[config.mk]
export PLATFORM = sky130hd
export DESIGN_NAME = memory_map_control
export DESIGN_NICKNAME = d
export VERILOG_FILES = /design/src/rtl/mmc_pkg.sv /design/src/rtl/memory_map_control.sv /design/src/rtl/mode_guard.sv /design/src/rtl/addr_translate.sv
export SDC_FILE = /design/constraint.sdc
export NUM_CORES = 1
export LEC_CHECK = 0
export BUFFER_PORTS_ARGS = -buffer_cell sky130_fd_sc_hd__buf_2
export CAP_MARGIN = 0
export CORE_MARGIN = 10
export CORE_UTILIZATION = 43
export CTS_CLUSTER_SIZE = 25
export DETAILED_ROUTE_END_ITERATION = 8
export PLACE_DENSITY_LB_ADDON = 0.12
export SLEW_MARGIN = 0
export SYNTH_ARGS = -nofsm -noshare
export SYNTH_HDL_FRONTEND = slang
export SYNTH_SLANG_ARGS = --single-unit
[constraint.sdc]
create_clock -name CLOCK -period 3 [get_ports CLOCK]
set_input_delay 0 -clock CLOCK [delete_from_list [all_inputs] [get_ports CLOCK]]
set_output_delay 0 -clock CLOCK [all_outputs]
set_load 0.02 [all_outputs]
[src/rtl/mmc_pkg.sv]
package mmc_pkg;

	// ****************************************
	// register indices (byte address = 4 * index)
	// ****************************************
	localparam logic [7:0]  IDX_PAGE      = 8'h30;
	localparam logic [7:0]  IDX_DIRECT    = 8'h31;
	localparam logic [7:0]  IDX_MODE      = 8'h32;
	localparam logic [7:0]  IDX_CTRL      = 8'h33;
	localparam logic [7:0]  IDX_STATUS    = 8'h34;

	// ****************************************
	// fields and reset values
	// ****************************************
	localparam logic [3:0]  PAGE_RESET    = 4'hE;
	localparam logic [3:0]  PAGE_UPPER    = 4'hF;
	localparam logic [7:0]  DIRECT_RESET  = 8'h00;
	localparam int          MODE_BIT      = 7;
	localparam int          INFO_BIT      = 0;
	localparam logic        MODE_SPECIAL  = 1'b0;
	localparam logic        MODE_NORMAL   = 1'b1;

	// ****************************************
	// map constants
	// ****************************************
	localparam logic [1:0]  REG_LOW       = 2'b00;
	localparam logic [1:0]  REG_MID       = 2'b01;
	localparam logic [1:0]  REG_WINDOW    = 2'b10;
	localparam logic [1:0]  REG_FIXED     = 2'b11;
	localparam logic [3:0]  NIB_LOW       = 4'h0;
	localparam logic [3:0]  NIB_MID       = 4'hD;
	localparam logic [3:0]  NIB_FIXED     = 4'hF;
	localparam logic [7:0]  DBG_HI_TOP    = 8'hFF;
	localparam logic [7:0]  DBG_HI_ALIAS  = 8'hBF;
	localparam logic [7:0]  DBG_PAGE      = 8'hFF;
	localparam logic [18:0] REG_TOP       = 19'h0_03FF;
	localparam logic [18:0] INFO_LO       = 19'h0_0400;
	localparam logic [18:0] INFO_HI       = 19'h0_047F;
	localparam logic [18:0] RAM_LO        = 19'h0_0800;
	localparam logic [18:0] GLOBAL_END    = 19'h4_0000;

	// ****************************************
	// carriers
	// ****************************************
	typedef struct packed {
		logic        valid;
		logic        direct;
		logic        firmware;
		logic        dbg_rd;
		logic        dbg_wr;
		logic [15:0] addr;
	} cpu_req_t;

	typedef struct packed {
		logic regs;
		logic info_row;
		logic ram;
		logic flash;
		logic debug_res;
		logic unimpl;
	} map_sel_t;

	typedef struct packed {
		logic [3:0]  page;
		logic [7:0]  direct;
		logic        mode;
		logic        captured;
		logic        direct_written;
		logic        mode_lock;
		logic        info_vis;
		logic [31:0] prdata;
		logic [17:0] gaddr;
		map_sel_t    sel;
		logic        illegal;
	} mmc_state_t;

endpackage : mmc_pkg

[src/rtl/memory_map_control.sv]
// The APB register port was decided locally.
`timescale 1ns/1ps
// Operation
// - zero-page base: writable anytime in special, once only in normal modes
// - direct addressing takes address bits 15..8 from the page base
// - page base placement identical for local and global mapping
// - mode pin rules during reset; captured into mode bit 7 after
// - forbidden mode write keeps the bit and locks it outside special
// - no mode change by write while secured
// - info row visible at 0x0_0400..0x0_047F only when enabled
// - normal single-chip: internal memory only, no external bus
// - special single-chip: active debug controls cpu execution
// - debug resources selected only in debug read/write cycles
// - active debug shows debug resources at 0xFF00..0xFFFF, hides sharers
// - active debug with page 0xFF also decodes them at 0xBF00..0xBFFF
// - four page bits select a 16 kbyte block in the 0x8000 window
// - page index reachable by normal and far call/return accesses
// - 0xC000..0xFFFF always unpaged fixed block
// - page index resets to 0xFE
// - cpu access to unimplemented area triggers reset; firmware and debug allowed
module memory_map_control #(
	parameter int ADDR_W     = 12,
	parameter int RAM_SIZE   = 2048,
	parameter int FLASH_SIZE = 32768
) (
	// clock and reset
	input  wire logic               CLOCK,
	input  wire logic               RESET,
	// apb slave
	input  wire logic               PSEL,
	input  wire logic               PENABLE,
	input  wire logic               PWRITE,
	input  wire logic [ADDR_W-1:0]  PADDR,
	input  wire logic [31:0]        PWDATA,
	output logic      [31:0]        PRDATA,
	output logic                    PREADY,
	output logic                    PSLVERR,
	// device state
	input  wire logic               MODE_PIN,
	input  wire logic               SECURED,
	input  wire logic               DEBUG_ACTIVE,
	// far call / return page access
	input  wire logic               PAGE_WR,
	input  wire logic [7:0]         PAGE_WDATA,
	output logic      [7:0]         PAGE_RDATA,
	// cpu / debug access mapping
	input  mmc_pkg::cpu_req_t       CPU_REQ,
	output logic      [17:0]        GLOBAL_ADDR,
	output mmc_pkg::map_sel_t       MAP_SEL,
	output logic                    ILLEGAL_RESET,
	// mode outputs
	output logic                    OP_MODE_SPECIAL,
	output logic                    DEBUG_CONTROL,
	output logic                    EXT_BUS_EN
);
	import mmc_pkg::*;

	// ****************************************
	// parameter checks
	// ****************************************
	if (ADDR_W < 11) begin : g_chk_addr
		$error("ADDR_W too small for register map");
	end
	if (RAM_SIZE < 1 || FLASH_SIZE < 1 ||
		19'(RAM_SIZE) + RAM_LO > GLOBAL_END - 19'(FLASH_SIZE)) begin : g_chk_mem
		$error("memory sizes do not fit the global map");
	end

	// ****************************************
	// declarations
	// ****************************************
	mmc_state_t  s_reg;
	mmc_state_t  s_next;
	logic        apb_setup;
	logic        apb_write;
	logic        idx_ok;
	logic [7:0]  idx;
	logic [31:0] rd_word;
	logic        mode_next;
	logic        lock_next;
	logic [17:0] tr_gaddr;
	map_sel_t    tr_sel;
	logic        dbg_cycle;

	// ****************************************
	// apb decode
	// ****************************************
	assign idx       = PADDR[9:2];
	assign idx_ok    = (PADDR[1:0] == 2'b00) && (PADDR[ADDR_W-1:10] == '0) &&
		(idx == IDX_PAGE || idx == IDX_DIRECT || idx == IDX_MODE ||
		idx == IDX_CTRL || idx == IDX_STATUS);
	assign apb_setup = PSEL && !PENABLE;
	assign apb_write = PSEL && PENABLE && PWRITE && idx_ok;
	// zero wait states: read data is prepared in the setup cycle
	assign PREADY    = 1'b1;
	assign PSLVERR   = PSEL && PENABLE && !idx_ok;
	assign PRDATA    = s_reg.prdata;

	always_comb begin
		rd_word = '0;
		unique case (idx)
			IDX_PAGE:   rd_word[7:0] = {PAGE_UPPER, s_reg.page};
			IDX_DIRECT: rd_word[7:0] = s_reg.direct;
			IDX_MODE:   rd_word[MODE_BIT] = s_reg.mode;
			IDX_CTRL:   rd_word[INFO_BIT] = s_reg.info_vis;
			IDX_STATUS: rd_word[3:0] = {s_reg.captured, SECURED,
				s_reg.direct_written, s_reg.mode_lock};
			default:    rd_word = '0;
		endcase
	end

	// ****************************************
	// helpers
	// ****************************************
	mode_guard u_mode_guard (
		.cur_mode  (s_reg.mode),
		.cur_lock  (s_reg.mode_lock),
		.secured   (SECURED),
		.wr_val    (PWDATA[MODE_BIT]),
		.next_mode (mode_next),
		.next_lock (lock_next)
	);

	addr_translate #(
		.RAM_SIZE   (RAM_SIZE),
		.FLASH_SIZE (FLASH_SIZE)
	) u_addr_translate (
		.req        (CPU_REQ),
		.page       (s_reg.page),
		.direct     (s_reg.direct),
		.info_vis   (s_reg.info_vis),
		.dbg_active (DEBUG_ACTIVE),
		.gaddr      (tr_gaddr),
		.sel        (tr_sel)
	);

	assign dbg_cycle = CPU_REQ.dbg_rd || CPU_REQ.dbg_wr;

	// ****************************************
	// next state
	// ****************************************
	always_comb begin
		s_next         = s_reg;
		s_next.illegal = 1'b0;
		// first edge after reset release takes the mode pin
		if (!s_reg.captured) begin
			s_next.mode     = MODE_PIN;
			s_next.captured = 1'b1;
		end
		if (apb_setup) begin
			s_next.prdata = idx_ok ? rd_word : '0;
		end
		if (apb_write) begin
			unique case (idx)
				IDX_PAGE: begin
					s_next.page = PWDATA[3:0];
				end
				IDX_DIRECT: begin
					// lock only falls at reset
					if (s_reg.mode == MODE_SPECIAL || !s_reg.direct_written) begin
						s_next.direct         = PWDATA[7:0];
						s_next.direct_written = 1'b1;
					end
				end
				IDX_MODE: begin
					if (s_reg.captured) begin
						s_next.mode      = mode_next;
						s_next.mode_lock = lock_next;
					end
				end
				IDX_CTRL: begin
					s_next.info_vis = PWDATA[INFO_BIT];
				end
				default: begin
					s_next.info_vis = s_reg.info_vis;
				end
			endcase
		end
		// instruction page writes win over a same-cycle bus write
		if (PAGE_WR) begin
			s_next.page = PAGE_WDATA[3:0];
		end
		s_next.gaddr = s_reg.gaddr;
		s_next.sel   = '0;
		if (CPU_REQ.valid) begin
			s_next.gaddr = tr_gaddr;
			s_next.sel   = tr_sel;
			// both modes are single-chip; firmware and debug cycles exempt
			s_next.illegal = tr_sel.unimpl && !CPU_REQ.firmware && !dbg_cycle;
		end
	end

	always_ff @(posedge CLOCK or posedge RESET) begin
		if (RESET) begin
			s_reg        <= '0;
			s_reg.page   <= PAGE_RESET;
			s_reg.direct <= DIRECT_RESET;
		end else begin
			s_reg <= s_next;
		end
	end

	// ****************************************
	// outputs
	// ****************************************
	assign PAGE_RDATA      = {PAGE_UPPER, s_reg.page};
	assign GLOBAL_ADDR     = s_reg.gaddr;
	assign MAP_SEL         = s_reg.sel;
	assign ILLEGAL_RESET   = s_reg.illegal;
	// pin governs until its level has been captured
	assign OP_MODE_SPECIAL = s_reg.captured ? (s_reg.mode == MODE_SPECIAL) :
		(MODE_PIN == MODE_SPECIAL);
	assign DEBUG_CONTROL   = OP_MODE_SPECIAL;
	// single-chip only: no external bus in any mode
	assign EXT_BUS_EN      = 1'b0;

	// ****************************************
	// assertions
	// ****************************************
	logic wr_direct;
	logic wr_mode;
	assign wr_direct = apb_write && idx == IDX_DIRECT;
	assign wr_mode   = apb_write && idx == IDX_MODE;

	property p_direct_once;
		@(posedge CLOCK) disable iff (RESET)
		wr_direct && s_reg.mode == MODE_NORMAL && s_reg.direct_written
			|=> $stable(s_reg.direct);
	endproperty
	a_direct_once: assert property (p_direct_once)
		else $error("page base changed by second normal-mode write");

	property p_direct_special;
		@(posedge CLOCK) disable iff (RESET)
		wr_direct && s_reg.mode == MODE_SPECIAL
			|=> s_reg.direct == $past(PWDATA[7:0]) && s_reg.direct_written;
	endproperty
	a_direct_special: assert property (p_direct_special)
		else $error("special-mode page base write not taken");

	property p_direct_map;
		@(posedge CLOCK) disable iff (RESET)
		CPU_REQ.valid && CPU_REQ.direct && !PAGE_WR
			|=> GLOBAL_ADDR[13:0] == {$past(s_reg.direct[5:0]), $past(CPU_REQ.addr[7:0])};
	endproperty
	a_direct_map: assert property (p_direct_map)
		else $error("direct access not placed on page base");

	property p_mode_capture;
		@(posedge CLOCK) disable iff (RESET)
		// the release edge itself still samples reset high: no capture there
		!RESET && !s_reg.captured |=> s_reg.captured && s_reg.mode == $past(MODE_PIN);
	endproperty
	a_mode_capture: assert property (p_mode_capture)
		else $error("mode pin not captured after reset");

	property p_mode_secured;
		@(posedge CLOCK) disable iff (RESET)
		wr_mode && SECURED |=> $stable(s_reg.mode);
	endproperty
	a_mode_secured: assert property (p_mode_secured)
		else $error("mode changed while secured");

	property p_mode_forbid;
		@(posedge CLOCK) disable iff (RESET)
		wr_mode && s_reg.captured && s_reg.mode == MODE_NORMAL &&
			PWDATA[MODE_BIT] == MODE_SPECIAL
			|=> s_reg.mode == MODE_NORMAL && s_reg.mode_lock ##1 s_reg.mode_lock;
	endproperty
	a_mode_forbid: assert property (p_mode_forbid)
		else $error("forbidden mode write not refused and locked");

	property p_info_hidden;
		@(posedge CLOCK) disable iff (RESET)
		MAP_SEL.info_row |-> $past(s_reg.info_vis) &&
			GLOBAL_ADDR >= INFO_LO[17:0] && GLOBAL_ADDR <= INFO_HI[17:0];
	endproperty
	a_info_hidden: assert property (p_info_hidden)
		else $error("info row selected while hidden or out of range");

	property p_debug_cycles;
		@(posedge CLOCK) disable iff (RESET)
		MAP_SEL.debug_res |-> $past(dbg_cycle) && $past(DEBUG_ACTIVE) &&
			!MAP_SEL.flash && !MAP_SEL.ram && !MAP_SEL.regs;
	endproperty
	a_debug_cycles: assert property (p_debug_cycles)
		else $error("debug resources selected outside debug cycles");

	property p_fixed_top;
		@(posedge CLOCK) disable iff (RESET)
		CPU_REQ.valid && !CPU_REQ.direct && CPU_REQ.addr[15:14] == REG_FIXED
			|=> GLOBAL_ADDR[17:14] == NIB_FIXED;
	endproperty
	a_fixed_top: assert property (p_fixed_top)
		else $error("upper block not mapped to fixed page");

	property p_illegal;
		@(posedge CLOCK) disable iff (RESET)
		ILLEGAL_RESET |-> MAP_SEL.unimpl && !$past(dbg_cycle) && !$past(CPU_REQ.firmware);
	endproperty
	a_illegal: assert property (p_illegal)
		else $error("illegal access reset without unimplemented cpu access");

endmodule : memory_map_control

[src/rtl/mode_guard.sv]
`timescale 1ns/1ps
module mode_guard (
	// current state
	input  wire logic cur_mode,
	input  wire logic cur_lock,
	input  wire logic secured,
	// write request
	input  wire logic wr_val,
	// decision
	output logic      next_mode,
	output logic      next_lock
);
	import mmc_pkg::*;

	logic allowed;

	always_comb begin
		allowed   = (cur_mode == MODE_SPECIAL) && (wr_val == MODE_NORMAL);
		next_mode = cur_mode;
		next_lock = cur_lock;
		if (wr_val == cur_mode) begin
			next_mode = cur_mode;
		end else if (secured || cur_lock || !allowed) begin
			// refused: bit kept; outside special modes it also locks
			next_lock = cur_lock || (cur_mode != MODE_SPECIAL);
		end else begin
			next_mode = wr_val;
		end
	end

endmodule : mode_guard

[src/rtl/addr_translate.sv]
`timescale 1ns/1ps
module addr_translate #(
	parameter int RAM_SIZE   = 2048,
	parameter int FLASH_SIZE = 32768
) (
	// request and map state
	input  mmc_pkg::cpu_req_t req,
	input  wire logic [3:0]   page,
	input  wire logic [7:0]   direct,
	input  wire logic         info_vis,
	input  wire logic         dbg_active,
	// result
	output logic [17:0]       gaddr,
	output mmc_pkg::map_sel_t sel
);
	import mmc_pkg::*;

	localparam logic [18:0] RAM_END   = RAM_LO + 19'(RAM_SIZE);
	localparam logic [18:0] FLASH_LOW = GLOBAL_END - 19'(FLASH_SIZE);

	logic [15:0] local_addr;
	logic [3:0]  nib;
	logic [18:0] g;
	logic        dbg_hit;

	always_comb begin
		// direct page supplies the high byte in either scheme
		local_addr = req.direct ? {direct, req.addr[7:0]} : req.addr;
		unique case (local_addr[15:14])
			REG_LOW:    nib = NIB_LOW;
			REG_MID:    nib = NIB_MID;
			REG_WINDOW: nib = page;
			REG_FIXED:  nib = NIB_FIXED;
		endcase
		gaddr   = {nib, local_addr[13:0]};
		g       = {1'b0, gaddr};
		dbg_hit = dbg_active && ((local_addr[15:8] == DBG_HI_TOP) ||
			((local_addr[15:8] == DBG_HI_ALIAS) && ({PAGE_UPPER, page} == DBG_PAGE)));
		sel           = '0;
		sel.debug_res = dbg_hit && (req.dbg_rd || req.dbg_wr);
		if (!dbg_hit) begin
			sel.regs     = g <= REG_TOP;
			sel.info_row = info_vis && (g >= INFO_LO) && (g <= INFO_HI);
			sel.ram      = (g >= RAM_LO) && (g < RAM_END);
			sel.flash    = g >= FLASH_LOW;
		end
		sel.unimpl = !(sel.regs || sel.info_row || sel.ram || sel.flash || dbg_hit);
	end

endmodule : addr_translate

# Yosys cells after proc, flatten, opt, wreduce, memory -nomap -nowiden
# Cells that the tools add are included.
# totals
reg_bits	74
input_bits	82
output_inout_bits	70
wordCells	106
# classes
magnitude_cmp	6
eq_ne	14
mux	20
bitwise	3
n_reduce_logical	47
# ops
op	n
$eq 8x6->1 const B	5
$mux 8	3
$ge 18x11->1 const B	1
$ge 18x12->1 const B	1
$ge 18x18->1 const B	1
$le 18x10->1 const B	1
$le 18x11->1 const B	1
$lt 18x13->1 const B	1
$eq 8x8->1 const B	2
$logic_and 1x1->1	16
$mux 16	1
$pmux 4 s4	1
$logic_or 1x1->1	14
$mux 13	1
$mux 4	3
$pmux 3 s3	1
$ne 4x4->1 const B	2
$logic_not 1->1	7
$mux 7	1
$logic_not 2->1	3
$pmux 3 s2	1
$reduce_and 2->1	3
$mux 1	5
$reduce_and 5->1	1
10 further kinds	14

# Depth between registers and ports, before layout
# Gate-level depths: netlist of run 1.
# depth
word_depth	15
mapped_depth	7
mapped_depth_nobuf	6

# Modules after synthesis
# A second synthesis of run 1 with hierarchy kept.
# hier_totals
cells_unflattened	301
hier_area_um2	3083.0
# modules_own_cells
mod	n_inst	cells_per_inst	area_each_um2	seq_area_each_um2
memory_map_control	1	244	2675.1	1255.0
addr_translate	1	50	346.6	0.0
mode_guard	1	7	61.3	0.0

# Worst setup path after synthesis of run 1
# Ideal clock, no wire load.
# synth_timing
kind	input -> register
start	input port PADDR[1]
end	register s_reg[61] (netlist name)
setup_ns	0.127
arrival_time_ns	1.781
required_ns	2.873
path_slack_ns	1.092
cell_stages	5
path_buffers	0
cell_sequence	or4_4 > or4b_4 > or4b_4 > mux2i_1 > a21oi_1
# synth_between
elab_chain_cells	6
word_cells_on_any_way	8
classes_between	2 x eq/ne; 1 x mux; 5 x reduce/logical
# synth_lines
element	line	rtl
from (decl)	memory_map_control.sv:33	input wire logic [ADDR_W-1:0] PADDR,
$logic_not 2->1 (*)	memory_map_control.sv:89	assign idx_ok = (PADDR[1:0] == 2'b00) && (PADDR[ADDR_W-1:10] == '0) &&
$logic_and 1x1->1 (*) (2 in a row)	memory_map_control.sv:89	
$logic_and 1x1->1 (*)	memory_map_control.sv:93	assign apb_write = PSEL && PENABLE && PWRITE && idx_ok;
$ne 4x4->1 (no source line)	-	
$reduce_and 2->1 (no source line)	-	
to (signal assigned)	memory_map_control.sv:199	s_reg <= s_next;
to (decl)	memory_map_control.sv:72	mmc_state_t s_reg;
# Mark *: on every way between the ends. The rest lies on a longest branch, timed or not. The select of a mux whose other input is x is not followed.
# A chain may end at the register's enable or synchronous reset.

# Worst setup path in the final report of run 1
# layout_timing
start	input port PADDR[1]
end	register, netlist name PAGE_RDATA[0]
# layout_between
elab_chain_cells	6
# layout_lines
element	line
$logic_not 2->1	memory_map_control.sv:89
$logic_and 1x1->1 (2 in a row)	memory_map_control.sv:89
$logic_and 1x1->1	memory_map_control.sv:93
$reduce_bool 2->1 (no source line)	-
$reduce_and 2->1 (no source line)	-
# Every way passes these cells.

==> impl_metrics.csv, run 1 <==
group,metric,value,unit
status,outcome,"complete, but fails checks",
status,violations,"negative hold slack",
placement,gp_congestion,0.817,
finish,largest_reg_flops,18,
worst_setup_path,cp_slowest_cell,"nor3_1",
global_routing,overflow,0,
power,leakage,1.75,nW
logic_synthesis,synth_seq_cells,50,
detailed_routing,firstDrtPassIters,4,
clocking,post_cts_buffers,0,
floorplanning,coreArea,6790,um2
worst_setup_path,path_buf_inv,2,
logic_synthesis,netlist.area_leader.share,39.1,%
worst_setup_path,cp_max_fo,4,
timing,slew_viol_final,0,
finish,drive_gt1_share,33.5,%
placement,numPortBuffers,93,
timing,fin_ws,0.868,ns
finish,post-route-util,52.8,%
timing,maxSlewHeadroom,30.4,%
floorplanning,start_util,44.3,%
finish,diodes,0,
worst_setup_path,slowest_delay,0.66,ns
timing,fin_crit,2.13,ns
finish,final_nets,476,
detailed_routing,route.antenna.remaining_nets,0,
placement,placed_cells,449,
timing,skew,0.00898,ns
logic_synthesis,synth_common_cells,"buf_4, dfrtp_1, nand2_1",
global_routing,grt_usage,13.8,%
detailed_routing,vias,2306,
logic_synthesis,syn_inst,308,
finish,syn_to_final_growth,19.2,%
worst_setup_path,cp_data_required_time,3.20,ns
global_routing,antenna_found_initial,0,
detailed_routing,vias_per_cell,4.71,
global_routing,grt_max_degree,51,
worst_setup_path,startpoint_type,"primary input",
clocking,clk-insertion-delay-late,0.31,ns
placement,pre_cts_slack,0.771,ns
detailed_routing,wl_per_cell,15.6,um
worst_setup_path,cp_cell_sequence,"buf_2, nor4_1, nand3_1, nor3_1, mux2i_1, o21ai_0, dlygate4sd3_1",
logic_synthesis,synth-main-ff-cell,"dfrtp_1",
power,pwr_density_cell,408,nW/um2
logic_synthesis,yosysSeqAreaShare,41.7,%
logic_synthesis,synthTopCellsByArea,"dfrtp_1, buf_4, mux2_2",
finish,stdcell_count,490,
clocking,cts.path.max_buffers,2,
worst_setup_path,cp-end-kind,"register",
clocking,cts_resized,0,
placement,place_area,3160,um2
detailed_routing,drt_iter0_markers,88,
floorplanning,die_h,104,um
placement,dp_hpwl,5750,um
logic_synthesis,synthArstFlopShare,100,%
timing,holdWs,-0.00000963,ns
power,total_power,1.46,mW
timing,fmax,0.469,GHz
logic_synthesis,yosysTopAreaCell,"dfrtp_1",
clocking,cts.sinks,50,
global_routing,grt_first_pass_wirelength,12500,um
clocking,clk_pin_slew_worst_paths,0.09,ns
worst_setup_path,crit_family,"simple AND/OR/NAND/NOR gates",
worst_setup_path,critical_path_class,"primary input to register",
detailed_routing,drc,0,
timing,finalSetupViolations,0,
min_path,hold_path.class,"primary input to register",
logic_synthesis,yosysMostFrequentCell,"buf_4",
power,vdd_drop_max,0.000288,V
logic_synthesis,syn_area,3010,um2
timing,rsz0062_at_grt,"false",
timing,tightest_slew,1.04,ns
job,drv_cap,0,
floorplanning,fp.dieW,104,um
floorplanning,io_pins,152,
timing,final-hold-violation-count,1,
finish,final_area,3590,um2
clocking,htreeDepth,2,
clocking,cts_root_buf,"clkbuf_8",
logic_synthesis,ys_types,44,
detailed_routing,totalWireLength,7630,um
logic_synthesis,avgSynthCellArea,9.77,um2
logic_synthesis,yosys_warnings,0,
floorplanning,die_area,10700,um2
logic_synthesis,synth_edf_count,0,
worst_setup_path,critPathArrivalTime,2.33,ns
clocking,cts_tree,"built",
timing,fin_crit_sh,71.1,%
global_routing,grt_pass1_vias,2439,
floorplanning,rows,30,
timing,fin_tns_setup,0,ns
clocking,cts_buffers,5,
## layout by cell type, fill, tap and decap left out, types with 2 or more instances in the layout
master	count
a221oi_1	2
mux2_2	20
dlygate4sd3_1	33
o2111ai_1	2
nand3_1	6
a21oi_1	15
o31ai_1	4
buf_2	93
conb_1	31
dfstp_2	3
or3_1	2
nand2_1	24
nor3b_1	2
mux2i_1	17
nor2_1	19
clkbuf_8	6
o21ai_0	16
nor2b_1	7
a41o_1	2
nor3_1	6
nand2b_1	6
nor4_1	2
inv_1	4
dfrtp_1	47
or4b_4	2
## power breakdown
part / total (mW) / switching [mW] / internal (mW)
clock network: 0.412 / 0.227 / 0.186
logic: 0.315 / 0.189 / 0.126
registers: 0.736 / 0.0264 / 0.710
total: 1.46 / 0.442 / 1.02
## layout make-up
| type | count | area, um2 |
|---|---|---|
| fillers | 645 | 3200 |
| multi-input cells | 205 | 1310 |
| flip-flops and latches | 50 | 1250 |
| repair buffers | 126 | 796 |
| well taps | 96 | 120 |
| clock buffers | 6 | 82.6 |
| inverters | 5 | 18.8 |
| clock inverters | 2 | 12.5 |
## final timing paths
kind	from	to	slack, ns	depth (start not counted)
setup / recovery	PADDR[1]	PAGE_RDATA[0]	0.87	7
setup reg to reg	s_reg[66]	ILLEGAL_RESET	1.01	4
hold / removal	CPU_REQ[16]	MAP_SEL[1]	-0.00001	3
max in group asynchronous	RESET	PRDATA[2]	1.86	3
min in group asynchronous	RESET	GLOBAL_ADDR[14]	0.50	3
hold reg to reg	PRDATA[3]	PRDATA[3]	0.48	2
## cell families after synthesis
kind of cell,after synthesis,share of synthesized area [%]
and+or+nand+nor,87,15.8
AOI/OAI and AO/OA,49,10.2
adders and majority gates,1,0.416
muxes,37,13.1
DFF,50,41.7
other,2,0.249
buffers and inverters,82,18.6
## worst min-delay path, cell delays in order
cell and delay (ns):
buf_2 0.08, o21ai_0 0.08, nor2_1 0.10
## layer usage
| layer | track usage, % | vias up | routed length (um) |
|---|---|---|---|
| met3 | 5.20 | 13 | 598 |
| li1 | - | 1145 | - |
| met4 | 2.68 | 0 | 89 |
| met2 | 22.9 | 90 | 3640 |
| met1 | 16.6 | 1058 | 3300 |
| met5 | 0 | - | 0 |
## timing repair
action,in CTS,in global routing
setup endpoints to repair,0,0
hold buffers,33,0
hold endpoints to repair,49,0
Power figures use the tool's default switching activity.
==> inputs of run 2 (changes only) <==
CORE_UTILIZATION = 42   (was 43)
clock period = 1.7 ns   (was 3 ns; I/O delays follow)
==> run 2 against run 1 <==
  * The flow now finishes without violations
  * Worst hold slack gained 0.0029 ns
  * Wire length rose by 4.4%
  * Global-route usage is 0.13 points lower
  * Register-to-register slack got worse by 0.97 ns
  * Core utilization is 3.5 points higher
  * Total power grew 87%
  * Final cell count is 4.9% higher
  * Combinational power is 100% higher
  * Die area increased by 1.9%
  * Critical path depth shrank 1
==> impl_metrics.csv, run 2 (same netlist as run 1, synthesis figures left out) <==
group,metric,value,unit
detailed_routing,totalWireLength,7970,um
min_path,hp-start,"CPU_REQ[17]",
detailed_routing,route.antenna.remaining_nets,0,
timing,slew_viol_final,0,
power,clock_power_share,30.2,%
power,p_comb_share,23.1,%
worst_setup_path,crit_top_cell,"or4b_4",
worst_setup_path,slowest_delay,0.56,ns
floorplanning,fp.dieW,105,um
global_routing,overflow,0,
worst_setup_path,startpoint_type,"primary input",
worst_setup_path,cp_slowest_cell,"or4b_4",
clocking,clk_pin_slew_worst_paths,0.09,ns
placement,pre_cts_slack,-0.323,ns
clocking,cts_tree,"built",
timing,skew,0.0112,ns
finish,final_nets,500,
floorplanning,rows,30,
floorplanning,die_area,11000,um2
clocking,cts.sinks,50,
timing,fin_crit,1.70,ns
timing,final-hold-violation-count,0,
finish,diodes,0,
placement,dp_hpwl,6180,um
worst_setup_path,cp_data_required_time,1.90,ns
status,outcome,"finished clean",
placement,numPortBuffers,93,
min_path,whs_endpoint,"MAP_SEL[1]",
timing,finalSetupViolations,0,
finish,drive_gt1_share,38.8,%
finish,layout_common_cells,"buf_2, dfrtp_1, conb_1, dlygate4sd3_1, buf_4",
placement,gp_congestion,0.857,
finish,mostFrequentLayoutCell,"buf_2",
min_path,whs_path_depth,3,
power,sequentialPowerShare,46.7,%
power,leakage,1.90,nW
power,p_int,1.96,mW
detailed_routing,drt_iter0_markers,118,
clocking,cts.path.max_buffers,2,
worst_setup_path,cp_max_fo,2,
timing,rsz0062_at_grt,"true",
floorplanning,die_h,105,um
clocking,clk-insertion-delay-late,0.31,ns
worst_setup_path,cp_cell_sequence,"buf_8, or4_4, or4b_4, or4b_4, mux2i_1, a21oi_1",
floorplanning,start_util,43.8,%
detailed_routing,firstDrtPassIters,4,
worst_setup_path,regToRegSetupSlack,0.04,ns
power,vdd_drop_max,0.000372,V
global_routing,grt_usage,13.7,%
power,switching_share,28.6,%
floorplanning,io_pins,152,
detailed_routing,drc,0,
job,drv_cap,0,
timing,fmax,0.589,GHz
floorplanning,coreArea,6870,um2
clocking,cts_root_buf,"clkbuf_8",
global_routing,grt_pass1_vias,2534,
min_path,hold_path.class,"primary input to register",
global_routing,antenna_found_initial,0,
timing,maxSlewHeadroom,61.1,%
worst_setup_path,reg2reg_to,"ILLEGAL_RESET",
worst_setup_path,critical_path_class,"primary input to register",
timing,fin_crit_sh,99.8,%
global_routing,grt_max_degree,33,
global_routing,grt_first_pass_wirelength,12500,um
timing,fin_tns_setup,0,ns
worst_setup_path,rr_startpoint,"PAGE_RDATA[2]",
clocking,cts_buffers,5,
finish,largest_reg_flops,18,
timing,fin_ws,0.00347,ns
worst_setup_path,reg2reg_depth,5,
finish,syn_to_final_growth,28.6,%
detailed_routing,vias_per_cell,4.63,
detailed_routing,vias,2379,
worst_setup_path,cp-end-kind,"register",
power,p_switching,0.784,mW
timing,tightest_slew,0.584,ns
worst_setup_path,critPathArrivalTime,1.90,ns
clocking,htreeDepth,2,
power,pwr_density_cell,708,nW/um2
detailed_routing,wl_per_cell,15.5,um
## run 2: cell types whose count changed in the layout (fill, tap and decap cells not counted), moves of 2 or more
cell	change
buf_2	-3
dlygate4sd3_1	-2
clkbuf_1	+2
buf_6	+2
buf_4	+25
a221oi_1	-2
## run 2: worst max-delay path, delay by kind of cell
family          cells  cell delay [ns]
buf+inv             1             0.09
simple gates        3             1.57
mux                 1             0.15
compound gates      1             0.07
## run 2: layout make-up
| class | count | area [um2] |
|---|---|---|
| clock inverters | 1 | 30.0 |
| multi-input cells | 205 | 1360 |
| inverters | 5 | 18.8 |
| fillers | 649 | 3000 |
| flip-flops and latches | 50 | 1250 |
| repair buffers | 150 | 1010 |
| well taps | 96 | 120 |
| clock buffers | 7 | 76.3 |
## run 2: metrics by stage
stage                     hold WS, ns  power [mW]  area, um2  util (%)  std cells
after floorplan                0.0752        1.76       3140         -        337
after CTS                    0.000225        2.76       3810      55.4        513
after global routing           0.0190        2.88       3870      56.3        514
after detailed placement       0.0729        1.86       3370      49.1        473
final                         0.00290        2.74       3870      56.3        514
after global placement         0.0671        1.85       3370      49.1        473
## run 2: timing repair
| action | CTS | global route |
|---|---|---|
| buffers inserted | 0 | 2 |
| hold buffers | 32 | 0 |
| resized for setup | 2 | 14 |
| endpoints found under the hold margin | 42 | 0 |
| pin swaps | 2 | 4 |
| endpoints found under the setup margin | 3 | 6 |
## run 2: power groups by stage
stage,Combinational (mW),Clock [mW],Sequential (mW)
after CTS,0.618,0.857,1.28
after global placement,0.553,0,1.30
after detailed placement,0.555,0,1.30
after global routing,0.691,0.898,1.29
after floorplan,0.456,0,1.31
final,0.633,0.829,1.28
## run 2: metal layers
| layer | share of wire (%) | track usage [%] |
|---|---|---|
| met1 | 42 | 16.2 |
| met3 | 8.3 | 4.79 |
| met5 | 0 | 0 |
| met4 | 1.0 | 3.24 |
| met2 | 48 | 23.1 |
## run 2: worst max-delay path by stage
stage	start	endpoint	cells after the start
2_1_floorplan	PADDR[1]	s_reg[61]	5
3_3_place_gp	PADDR[1]	s_reg[61]	6
3_5_place_dp	PADDR[1]	s_reg[61]	6
4_1_cts	PADDR[1]	s_reg[61]	6
5_1_grt	PADDR[10]	s_reg[61]	6
6_report	PADDR[10]	s_reg[61]	6
==> inputs of run 3 (changes only) <==
==> constraint.sdc (replaced) <==
create_clock -name CLOCK -period 1.7 [get_ports CLOCK]
set_input_delay 0.17 -clock CLOCK [delete_from_list [all_inputs] [get_ports CLOCK]]
set_output_delay 0.17 -clock CLOCK [all_outputs]
set_load 0.02 [all_outputs]
==> run 3 against run 2 <==
  * The flow now finishes with violations (negative setup slack)
  * Largest cell class unchanged
  * Sequential cell count unchanged
  * Largest power group unchanged
  * First-iteration DRC count decreased by 31%
  * Via count decreased by 3.2%
==> impl_metrics.csv, run 3 (same netlist as run 1, synthesis figures left out) <==
group,metric,value,unit
power,switching_share,30.7,%
clocking,cts.sinks,50,
worst_setup_path,reg2reg_to,"ILLEGAL_RESET",
detailed_routing,wl_per_cell,16.0,um
worst_setup_path,rr_startpoint,"s_reg[67]",
detailed_routing,firstDrtPassIters,4,
power,pwr_density_cell,719,nW/um2
finish,diodes,0,
timing,final-hold-violation-count,0,
worst_setup_path,critPathArrivalTime,2.06,ns
clocking,htreeDepth,2,
worst_setup_path,regToRegSetupSlack,0.05,ns
power,total_power,2.60,mW
detailed_routing,totalWireLength,7820,um
power,p_int,1.80,mW
timing,skew,0.0107,ns
worst_setup_path,cp_data_required_time,1.90,ns
worst_setup_path,reg2reg_depth,4,
timing,holdWs,0.0556,ns
power,p_comb_share,22.5,%
detailed_routing,drt_iter0_markers,81,
floorplanning,start_util,43.8,%
timing,maxSlewHeadroom,65.1,%
finish,final_nets,475,
worst_setup_path,startpoint_type,"primary input",
global_routing,overflow,0,
floorplanning,rows,30,
timing,fmax,0.537,GHz
power,p_switching,0.799,mW
global_routing,grt_max_degree,30,
floorplanning,die_area,11000,um2
min_path,whs_path_depth,3,
timing,fin_crit_sh,110,%
min_path,hp-start,"PAGE_WDATA[0]",
power,vdd_drop_max,0.000403,V
detailed_routing,route.antenna.remaining_nets,0,
timing,fin_ws,-0.162,ns
power,clock_power_share,28.3,%
min_path,hold_path.class,"primary input to register",
power,sequentialPowerShare,49.2,%
timing,slew_viol_final,0,
status,outcome,"complete, but fails checks",
placement,gp_congestion,0.829,
placement,dp_hpwl,6330,um
clocking,post_cts_buffers,0,
worst_setup_path,cp_max_fo,2,
min_path,whs_endpoint,"PAGE_RDATA[0]",
timing,fin_tns_setup,-0.573,ns
global_routing,antenna_found_initial,0,
floorplanning,io_pins,152,
detailed_routing,drc,0,
detailed_routing,vias_per_cell,4.71,
timing,finalSetupViolations,9,
worst_setup_path,cp-end-kind,"register",
timing,tightest_slew,0.523,ns
clocking,cts_buffers,5,
floorplanning,fp.dieW,105,um
finish,drive_gt1_share,43.0,%
global_routing,grt_first_pass_wirelength,12600,um
clocking,cts.path.max_buffers,2,
clocking,clk_pin_slew_worst_paths,0.10,ns
power,leakage,1.81,nW
clocking,cts_root_buf,"clkbuf_8",
status,violations,"negative setup slack",
timing,rsz0062_at_grt,"true",
timing,fin_crit,1.86,ns
finish,mostFrequentLayoutCell,"buf_2",
finish,layout_common_cells,"buf_2, dfrtp_1, conb_1, buf_4, nand2_1",
detailed_routing,vias,2302,
global_routing,grt_usage,13.8,%
job,drv_cap,0,
worst_setup_path,critical_path_class,"primary input to register",
global_routing,grt_pass1_vias,2445,
floorplanning,die_h,105,um
finish,syn_to_final_growth,20.3,%
clocking,clk-insertion-delay-late,0.31,ns
floorplanning,coreArea,6870,um2
placement,numPortBuffers,93,
finish,largest_reg_flops,18,
clocking,cts_tree,"built",
run 3: cell types whose count changed in the layout (fill, tap and decap cells not counted), sizes merged:
| cell | delta |
|---|---|
| clkinv | +1 |
| bufinv | -1 |
| buf | +5 |
| dlygate4sd3 | -30 |
run 3: through the flow:
stage | worst slack [ns] | cells | utilization, % | area [um2]
floorplan | -0.378 | 337 | - | 3140
global placement | -0.488 | 480 | 49.9 | 3430
detailed placement | -0.504 | 480 | 49.9 | 3430
CTS | -0.163 | 489 | 52.4 | 3600
global route | -0.170 | 489 | 52.7 | 3620
finish | -0.162 | 489 | 52.7 | 3620
run 3: how the worst max path moves through the flow:
stage / start / to / slack, ns / cells after the start
final: PADDR[1] / s_reg[61] / -0.16 / 6
after global routing: PADDR[1] / s_reg[61] / -0.17 / 6
after CTS: PADDR[1] / s_reg[61] / -0.16 / 6
after detailed placement: PADDR[1] / s_reg[61] / -0.50 / 6
after global placement: PADDR[1] / s_reg[61] / -0.49 / 6
after floorplan: PADDR[1] / s_reg[61] / -0.38 / 5
run 3: per-layer routing:
| metal | vias up | part of all wire (%) | track usage, % |
|---|---|---|---|
| li1 | 1138 | - | - |
| met2 | 72 | 45 | 22.1 |
| met4 | 0 | 0.92 | 3.24 |
| met3 | 7 | 7.2 | 5.10 |
| met5 | - | 0 | 0 |
| met1 | 1085 | 46 | 17.4 |
run 3: area by class of cell:
| class | instances | area (um2) |
|---|---|---|
| inverter | 5 | 18.8 |
| fill | 692 | 3250 |
| tap | 96 | 120 |
| sequential | 50 | 1250 |
| timing repair buffer | 125 | 741 |
| clock inverter | 1 | 5.00 |
| multi-input combinational | 205 | 1400 |
| clock buffer | 7 | 86.3 |
run 3: timing repair:
item / CTS / global route
setup endpoints to repair: 13 / 14
cloned: 0 / 0
pin swaps: 1 / 5
endpoints found under the hold margin: 18 / 0
hold buffers: 1 / 0
gates resized for setup: 15 / 5
run 3: critical path: stages:
cell and delay, ns:
buf_6 0.09, or4_4 0.53, or4b_4 0.51, or4b_4 0.53, mux2i_1 0.15, a21oi_1 0.08
run 3: power groups by stage:
stage | clock [mW] | combinational, mW | sequential (mW)
global route | 0.807 | 0.640 | 1.29
CTS | 0.747 | 0.586 | 1.28
global placement | 0 | 0.564 | 1.30
floorplan | 0 | 0.456 | 1.31
detailed placement | 0 | 0.569 | 1.30
finish | 0.736 | 0.586 | 1.28
